### config.mk
export PLATFORM = sky130hd
export DESIGN_NAME = pixel_out_ctrl
export DESIGN_NICKNAME = d
export VERILOG_FILES = /design/src/pix_fifo.v /design/src/pixel_out_ctrl.v
export VERILOG_INCLUDE_DIRS = /design/src
export SDC_FILE = /design/constraint.sdc
export NUM_CORES = 1
export LEC_CHECK = 0
export BUFFER_PORTS_ARGS = -buffer_cell sky130_fd_sc_hd__buf_2
export CAP_MARGIN = 25
export CORE_MARGIN = 4
export CORE_UTILIZATION = 61
export DETAILED_ROUTE_END_ITERATION = 6
export GPL_TIMING_DRIVEN = 0
export PLACE_DENSITY_LB_ADDON = 0.25
export SLEW_MARGIN = 20
export SYNTH_ARGS = -nofsm -noshare
export SYNTH_HDL_FRONTEND = slang
export SYNTH_HIERARCHICAL = 1
export SYNTH_SLANG_ARGS = --single-unit
### constraint.sdc
create_clock -name clk_i -period 5.8 [get_ports clk_i]
set_clock_uncertainty 0.05 [all_clocks]
set_input_delay 0.87 -clock clk_i [delete_from_list [all_inputs] [get_ports clk_i]]
set_output_delay 0.87 -clock clk_i [all_outputs]
set_load 0.1 [all_outputs]
### src/pixout_defines.vh
// constants for the pixel output control block
`ifndef PIXOUT_DEFINES_VH
`define PIXOUT_DEFINES_VH
`define PIX_W 24
`define BLUE_LSB 0
`define GREEN_LSB 8
`define RED_LSB 16
`define FIFO_DEPTH 16
`define FIFO_AW 4
// link considered idle after this many pixel clocks with no data enable change
`define IDLE_PIXCLKS 16
`define IDLE_W 5
`endif

### src/pix_fifo.v
// synchronous fifo with valid/ready on both sides
`default_nettype none
module pix_fifo #(
    parameter WIDTH = 28,
    parameter DEPTH = 16,
    parameter AW = 4
) (
    // clock and reset
    input wire clk_i,
    input wire rst_i,
    // fill side
    input wire in_valid_i,
    output wire in_ready_o,
    input wire [WIDTH-1:0] in_data_i,
    // drain side
    output wire out_valid_o,
    input wire out_ready_i,
    output wire [WIDTH-1:0] out_data_o
);
    reg [WIDTH-1:0] mem [0:DEPTH-1];
    reg [AW-1:0] wp_r;
    reg [AW-1:0] rp_r;
    reg [AW:0] cnt_r;
    wire wr = in_valid_i && in_ready_o;
    wire rd = out_valid_o && out_ready_i;
    assign in_ready_o = (cnt_r != DEPTH[AW:0]);
    assign out_valid_o = (cnt_r != {(AW+1){1'b0}});
    assign out_data_o = mem[rp_r];
    always @(posedge clk_i) begin
        if (wr) begin
            mem[wp_r] <= in_data_i;
        end
    end
    always @(posedge clk_i) begin
        if (rst_i) begin
            wp_r <= {AW{1'b0}};
            rp_r <= {AW{1'b0}};
            cnt_r <= {(AW+1){1'b0}};
        end else begin
            if (wr) begin
                wp_r <= wp_r + 1'b1;
            end
            if (rd) begin
                rp_r <= rp_r + 1'b1;
            end
            if (wr && !rd) begin
                cnt_r <= cnt_r + 1'b1;
            end else if (rd && !wr) begin
                cnt_r <= cnt_r - 1'b1;
            end
        end
    end
endmodule // pix_fifo
`default_nettype wire

### src/pixel_out_ctrl.v
// pixel output control of a dvi receiver: channel mapping, link detect, pixel pairing
// What this block does
// channel 2: red when active, control bit blanked
// link flag high while data enable toggles
// stagger select low offsets even/odd outputs
// output clock period one or two pixel clocks
// odd bus held low in one-pixel mode
// channel 0 blue/syncs, channel 1 green/control
// odd bus delayed, same output period
`default_nettype none
`include "pixout_defines.vh"
module pixel_out_ctrl (
    // clock and reset
    input wire clk_i,
    input wire rst_i,
    // recovered link (foreign timing)
    input wire pix_clk_i,
    input wire data_enable_in_i,
    input wire [7:0] ch0_i,
    input wire [7:0] ch1_i,
    input wire [7:0] ch2_i,
    input wire [1:0] ch0_ctl_i,
    input wire ch1_ctl_i,
    input wire ch2_ctl_i,
    // mode pins
    input wire pixels_per_clock_select_i,
    input wire stagger_select_n_i,
    // panel side
    output reg output_data_clock_o,
    output reg [`PIX_W-1:0] even_pixel_bus_o,
    output reg [`PIX_W-1:0] odd_pixel_bus_o,
    output reg de_o,
    output reg hsync_o,
    output reg vsync_o,
    output reg channel1_control_bit_o,
    output reg channel2_control_bit_o,
    output reg link_active_flag_o,
    output wire fifo_overflow_o
);
    // one fifo word: syncs, two control bits, data enable, colour
    localparam IN_W = 2 + 1 + 1 + 1 + `PIX_W;
    localparam ST_EVEN = 1'b0;
    localparam ST_ODD = 1'b1;

    // two-stage synchronisers: every link and mode pin, the pixel clock too, passes two flops; rst_i does not
    reg [IN_W+2:0] s1_r;
    reg [IN_W+2:0] s2_r;
    wire [IN_W+2:0] raw = {pix_clk_i, pixels_per_clock_select_i, stagger_select_n_i,
        ch0_ctl_i, ch1_ctl_i, ch2_ctl_i, data_enable_in_i, ch2_i, ch1_i, ch0_i};
    always @(posedge clk_i) begin
        if (rst_i) begin
            s1_r <= {(IN_W+3){1'b0}};
            s2_r <= {(IN_W+3){1'b0}};
        end else begin
            s1_r <= raw;
            s2_r <= s1_r;
        end
    end
    wire pclk_s = s2_r[IN_W+2];
    wire two_pix = s2_r[IN_W+1];
    wire stagger_select_n_n = s2_r[IN_W];
    wire [`PIX_W-1:0] chan_s = s2_r[`PIX_W-1:0];
    wire de_s = s2_r[`PIX_W];
    wire c2_s = s2_r[`PIX_W+1];
    wire c1_s = s2_r[`PIX_W+2];
    wire [1:0] c0_s = s2_r[`PIX_W+4:`PIX_W+3];
    reg pclk_d_r;
    reg de_d_r;
    wire pclk_rise = pclk_s && !pclk_d_r;

    // capture one pixel per pixel-clock rising edge into the fifo
    wire fifo_in_ready;
    wire fifo_out_valid;
    wire [IN_W-1:0] fifo_out;
    reg fifo_pop;
    assign fifo_overflow_o = pclk_rise && !fifo_in_ready;
    pix_fifo #(.WIDTH(IN_W), .DEPTH(`FIFO_DEPTH), .AW(`FIFO_AW)) u_fifo (
        .clk_i(clk_i),
        .rst_i(rst_i),
        .in_valid_i(pclk_rise),
        .in_ready_o(fifo_in_ready),
        .in_data_i({c0_s, c1_s, c2_s, de_s, chan_s}),
        .out_valid_o(fifo_out_valid),
        .out_ready_i(fifo_pop),
        .out_data_o(fifo_out)
    );
    wire [`PIX_W-1:0] f_pix = fifo_out[`PIX_W-1:0];
    wire f_de = fifo_out[`PIX_W];
    wire f_c2 = fifo_out[`PIX_W+1];
    wire f_c1 = fifo_out[`PIX_W+2];
    wire [1:0] f_c0 = fifo_out[`PIX_W+4:`PIX_W+3];

    // link activity: idle counter of pixel clocks since data enable last changed
    // short threshold: a data enable level held longer than it reads as idle
    reg [`IDLE_W-1:0] idle_r;
    reg [`IDLE_W-1:0] idle_nxt;
    always @* begin
        idle_nxt = idle_r;
        if (pclk_rise) begin
            if (de_s != de_d_r) begin
                idle_nxt = {`IDLE_W{1'b0}};
            end else if (idle_r != `IDLE_W'h10) begin
                idle_nxt = idle_r + 1'b1;
            end
        end
    end
    always @(posedge clk_i) begin
        if (rst_i) begin
            pclk_d_r <= 1'b0;
            de_d_r <= 1'b0;
            idle_r <= `IDLE_W'h10;
            link_active_flag_o <= 1'b0;
        end else begin
            pclk_d_r <= pclk_s;
            if (pclk_rise) begin
                de_d_r <= de_s;
            end
            idle_r <= idle_nxt;
            link_active_flag_o <= (idle_r < `IDLE_PIXCLKS);
        end
    end

    // zero the colour of a blanked pixel
    function [`PIX_W-1:0] shown;
        input de;
        input [`PIX_W-1:0] pix;
        begin
            shown = de ? pix : {`PIX_W{1'b0}};
        end
    endfunction

    // output pairing state machine
    reg state_r;
    reg state_nxt;
    reg word_out;
    reg [`PIX_W-1:0] even_hold_r;
    reg [`PIX_W-1:0] odd_late_r;
    reg odd_pending_r;
    always @* begin
        fifo_pop = fifo_out_valid;
        state_nxt = state_r;
        word_out = 1'b0;
        if (!two_pix) begin
            state_nxt = ST_EVEN;
            word_out = fifo_pop;
        end else if (fifo_pop) begin
            case (state_r)
                ST_EVEN: begin
                    state_nxt = ST_ODD;
                end
                ST_ODD: begin
                    state_nxt = ST_EVEN;
                    word_out = 1'b1;
                end
                default: begin
                    state_nxt = ST_EVEN;
                end
            endcase
        end
    end

    // even half of a pair waits here; a staggered odd half lands one clock late
    always @(posedge clk_i) begin
        if (rst_i) begin
            state_r <= ST_EVEN;
            even_hold_r <= {`PIX_W{1'b0}};
            odd_late_r <= {`PIX_W{1'b0}};
            odd_pending_r <= 1'b0;
        end else begin
            state_r <= state_nxt;
            odd_pending_r <= 1'b0;
            if (fifo_pop && two_pix && state_r == ST_EVEN) begin
                even_hold_r <= shown(f_de, f_pix);
            end
            if (word_out && two_pix && !stagger_select_n_n) begin
                odd_late_r <= shown(f_de, f_pix);
                odd_pending_r <= 1'b1;
            end
        end
    end

    // pixel buses change when a whole output word is ready, the staggered odd bus one clock after
    always @(posedge clk_i) begin
        if (rst_i) begin
            output_data_clock_o <= 1'b0;
            even_pixel_bus_o <= {`PIX_W{1'b0}};
            odd_pixel_bus_o <= {`PIX_W{1'b0}};
        end else begin
            output_data_clock_o <= word_out;
            if (word_out) begin
                if (!two_pix) begin
                    even_pixel_bus_o <= shown(f_de, f_pix);
                end else begin
                    even_pixel_bus_o <= even_hold_r;
                    if (stagger_select_n_n) begin
                        odd_pixel_bus_o <= shown(f_de, f_pix);
                    end
                end
            end
            if (!two_pix) begin
                odd_pixel_bus_o <= {`PIX_W{1'b0}};
            end else if (odd_pending_r) begin
                odd_pixel_bus_o <= odd_late_r;
            end
        end
    end

    // control bits follow the link only in blanking, aligned with the output word
    always @(posedge clk_i) begin
        if (rst_i) begin
            de_o <= 1'b0;
            hsync_o <= 1'b0;
            vsync_o <= 1'b0;
            channel1_control_bit_o <= 1'b0;
            channel2_control_bit_o <= 1'b0;
        end else if (word_out) begin
            de_o <= f_de;
            if (!f_de) begin
                hsync_o <= f_c0[0];
                vsync_o <= f_c0[1];
                channel1_control_bit_o <= f_c1;
                channel2_control_bit_o <= f_c2;
            end
        end
    end
endmodule // pixel_out_ctrl
`default_nettype wire

## Yosys cells after proc, flatten, opt, wreduce, memory -nomap -nowiden

Memories as Yosys holds them, arrays and structs flattened. A register that Yosys moved wholly into a read port is not among the register bits.
Cells that the tools add are included.

- Bits in registers: 189
- Bits in writable memories: 464
- Output and inout bits: 56
- Logic and storage cells: 75
- Memories kept: 1

Memory list:

| name | words | bits a word | rd ports | clocked after Yosys merged registers in | write ports | line | source |
|---|---|---|---|---|---|---|---|
| u_fifo.mem | 16 | 29 | 1 | 1 | 1 | pix_fifo.v:20 | `reg [WIDTH-1:0] mem [0:DEPTH-1];` |

- $add $sub $neg: 5
- $lt $le $gt $ge: 1
- Equality and inequality tests: 3
- Multiplexer cells: 18
- Bitwise gates (word level): 3
- Reduce and logical (&&, ||, !) cells: 23

Operators by type and width:

| operator | number |
|---|---|
| 24-bit 2-to-1 mux | 5 |
| 5-bit 2-to-1 mux | 4 |
| 5-bit by 1-bit adder with 5-bit output, second input constant | 2 |
| 5-bit inequality test, second input constant | 2 |
| 1-bit logical AND | 9 |
| 4-bit by 1-bit adder with 4-bit output, second input constant | 2 |
| 4-bit 2-to-1 mux | 2 |
| 2-bit nonzero test | 4 |
| 1-bit 2-to-1 mux | 6 |
| 2-bit AND reduction | 3 |
| 1-bit logical NOT | 5 |
| 5-bit less-than comparator, second input constant | 1 |
| 5-bit nonzero test | 1 |
| 5-bit by 1-bit subtractor with 5-bit output, second input constant | 1 |
| 1-bit inverter | 3 |
| 1-bit one-hot mux with 2 select lines | 1 |
| 2-bit OR reduction | 1 |
| 1-bit inequality test | 1 |

## Depth between registers and ports, before layout

- Word-level depth: 7
- Mapped depth: 11

## Modules after synthesis

The synthesis kept the hierarchy.

By module, submodules not included:

| module | times used | cells each | area each (µm²) | seq. area each (µm²) |
|---|---|---|---|---|
| pix_fifo | 1 | 822 | 18,310.1 | 14,273.7 |
| pixel_out_ctrl | 1 | 739 | 6,801.5 | 3,523.4 |

## Worst setup path before layout

No wires, ideal clock.

- Kind: register to register
- From: reg pclk_d_r
- To: mem u_fifo/mem[3][0] in the netlist's numbering (enable)
- Library setup time: 488 ps
- Arrival time: 3,627 ps
- Setup slack: 1,635 ps
- Stages on the path, launching flop included: 5
- Path buffers: 0
- Cells stage by stage: dfxtp_1 > nand2b_1 > inv_1 > o21ai_4 > nor4_1

- Cells in the longest elaborated chain, start to end: 5

Ends and longest elaborated chain:

| item | line | source |
|---|---|---|
| start, declared | pixel_out_ctrl.v:67 | `reg pclk_d_r;` |
| start signal, assigned | pixel_out_ctrl.v:114 | `pclk_d_r <= pclk_s;` |
| 1-bit logical NOT | pixel_out_ctrl.v:69 | `wire pclk_rise = pclk_s && !pclk_d_r;` |
| 1-bit logical AND | pixel_out_ctrl.v:69 |  |
| named net pclk_rise | pixel_out_ctrl.v:69 |  |
| 1-bit logical AND | pix_fifo.v:24 | `wire wr = in_valid_i && in_ready_o;` |
| 1-bit 2-to-1 mux | pix_fifo.v:30 | `if (wr) begin` |
| 1-bit 2-to-1 mux (implied by the code) | pix_fifo.v:31 | `mem[wp_r] <= in_data_i;` |
| end, declared | pix_fifo.v:20 |  |

The timed path passes the listed nets, and every way through them passes these cells.

==> run metrics <==
post-layout util 70.77%; clk_lat worst skew 0.62 ns; Switch Pwr 0.003933 W; Placed Cells 2219; sequential share of power 42.0%; Net Sw Frac 31.28%; Required @ worst endpoint 6.30 ns; post-route ant nets 0; largest net degree at the start of global routing 19; Mapped Nets 1607; HP Start s1_r[19]$_SDFF_PP0_; worst-path maximum fanout 10; endpoints failing setup 0; Hold Vio Cnt, Final 0; # H-tree levels 2; number of global-route vias before repair 14.54k; first-pass GRT wire length 89620 µm; clock network fraction of design power 32.8%; main flop type after synthesis edfxtp_1; Detailed Place HPWL 39740 µm; Syn Std Cell Area 25110 µm²; antenna diode count 0; Initial DRC Count 1444; status complete, no violations; Comb power frac 25.2%; Starting Density 61.64%; nets 1796; Pre-antenna DRT Iters 5; cts hold-fix bufs 0; Core Area 40740 µm²; FMAX 273.7 MHz; Final Hold Slack 0.3849 ns; Min Clock Period, post-route 3.654 ns; chip width 210.9 µm; FILL cells 2555; post-synth top area share 55.49%; Vias/cell 6.233; final max-slew violation count 0; IR drop worst, VDD 0.0003446 V; CP Class reg2reg; post-synth cell types 49; Power Internal 0.008641 W; Setup crit end kind register; row cnt 74; GPL Wtd Cong 0.8834; sequential fraction of the synthesis area 70.87%; worst slack at placement 2.230 ns; die area 44480 µm²; most frequent cells in the layout edfxtp_1, dfxtp_1, buf_2; CP startpoint kind register; clk slew on worst S/H paths 0.06 ns; antenna violations before repair 0; worst slew pin tran 1.034 ns; ys async rst share 0%; #FFs+latches synth 657; WP data arrival 4.15 ns; max cap viols 0; CTS Buffer Depth 3; CTS resizes 0; setup_tns 0 ns; Post-route DRC 0; Worst Hold Class reg2reg; GRT Resource Usage Total 26.93%; final wirelength 59530 µm; Synth area leaders edfxtp_1, dfxtp_1, mux4_2; # Post-CTS Setup Buffers 0; RSZ-0062 raised after global routing no; layout cells sized above 1 21.92%; Syn. warnings 6; final worst setup slack 2.146 ns; Syn Area/Cell 16.09 µm²; CTS Root Cell clkbuf_16; Post-synth EDFFs 464; Tcrit/Tclk final 63.00%; CTS tree built; total CTS buffers 61; Leak 9.974 nW; clk sinks 657; most common cell after layout, fill and taps aside edfxtp_1; wire length per cell 25.50 µm; residual overflow from global routing 0; number of port buffers 89; fin cells 2334; IO Count 90; Pwr Density 436.1 nW/µm²; Layout area overhead 14.82%; area leader, netlist edfxtp_1; Slew HR 31.09%; DIE HEIGHT 210.9 µm; Mapped Cells 1561; DR vias 14.55k
==> stage by stage <==
step | instance area, µm² | power, W
2_1_floorplan | 25110 | 0.007690
3_3_place_gp | 26220 | 0.008450
3_5_place_dp | 26760 | 0.008512
4_1_cts | 28830 | 0.01261
5_1_grt | 28830 | 0.01302
6_report | 28830 | 0.01257
==> registers in the layout (all words and copies together), names as in the netlist, 5 cells and up, named ones only <==
signal            flops
u_fifo/mem          464
s1_r                 32
s2_r                 32
even_hold_r          24
even_pixel_bus_o     24
odd_late_r           24
odd_pixel_bus_o      24
idle_r                5
u_fifo/cnt_r          5
==> synthesized netlist by cell type (all sizes together) (24+ instances only) <==
| master | count |
|---|---|
| a21o | 25 |
| a21oi | 110 |
| a22oi | 58 |
| a311oi | 24 |
| and3b | 25 |
| buf | 50 |
| clkbuf | 64 |
| dfxtp | 193 |
| edfxtp | 464 |
| mux2i | 26 |
| mux4 | 116 |
| nand2 | 134 |
| nand3 | 54 |
| nand3b | 26 |
| nor2 | 26 |
| nor2b | 70 |
==> final timing paths <==
kind / to / slack, ns / cells past startpoint
worst min-delay path: s2_r[19]$_SDFF_PP0_ / 0.38 / 1
worst max register to register: even_hold_r[12]$_SDFFE_PP0P_ / 2.15 / 10
worst max-delay path: even_hold_r[12]$_SDFFE_PP0P_ / 2.15 / 10
worst min register to register: s2_r[19]$_SDFF_PP0_ / 0.38 / 1
==> power groups by stage <==
stage	logic (W)	registers [W]	clock network (W)
floorplan	0.00166	0.00603	0
global placement	0.00307	0.00537	0
detailed placement	0.00313	0.00538	0
CTS	0.00315	0.00528	0.00417
global route	0.00333	0.00530	0.00439
finish	0.00317	0.00528	0.00413
==> critical path: stages, from the launching register on <==
cell and delay, ns:
dfxtp_1 0.36, nor2b_1 0.17, clkbuf_1 0.59, clkbuf_1 0.64
a22oi_1 0.22, nand2_1 0.17, clkbuf_1 0.31, clkbuf_1 0.40
clkbuf_1 0.40, nand3_1 0.13, a21oi_1 0.15
==> metal layers <==
| metal | vias up | global-route usage, % | routed length (µm) |
|---|---|---|---|
| met5 | - | 0 | 0 |
| met4 | 0 | 11.16 | 2647 |
| met3 | 132 | 4.159 | 4901 |
| met2 | 709 | 44.39 | 29470 |
| met1 | 7298 | 36.62 | 22500 |
| li1 | 6409 | - | - |
==> area by class of cell <==
class / instances / area [µm²] / share of cell area, %
Sequential cell: 657 / 17800 / 61.73
Clock inverter: 28 / 397.9 / 1.380
Timing Repair Buffer: 126 / 918.4 / 3.185
Multi-Input combinational cell: 775 / 6765 / 23.46
Clock buffer: 87 / 1674 / 5.806
Inverter: 15 / 56.30 / 0.1953
Tap cell: 532 / 665.6 / 2.309
Buffer: 114 / 558.0 / 1.935
==> cell families (layout without fill, tap and decap cells) <==
group	Yosys count	after routing	synth area share, %
buffers and inverters	129	370	2.446
DFF	657	657	70.87
muxes	143	143	11.57
AOI/OAI and AO/OA	236	236	6.159
adders and majority gates	12	12	0.6278
and+or+nand+nor	374	374	7.972
xor gates and xnor gates	10	10	0.3488
(Power assumes the default switching activity.)
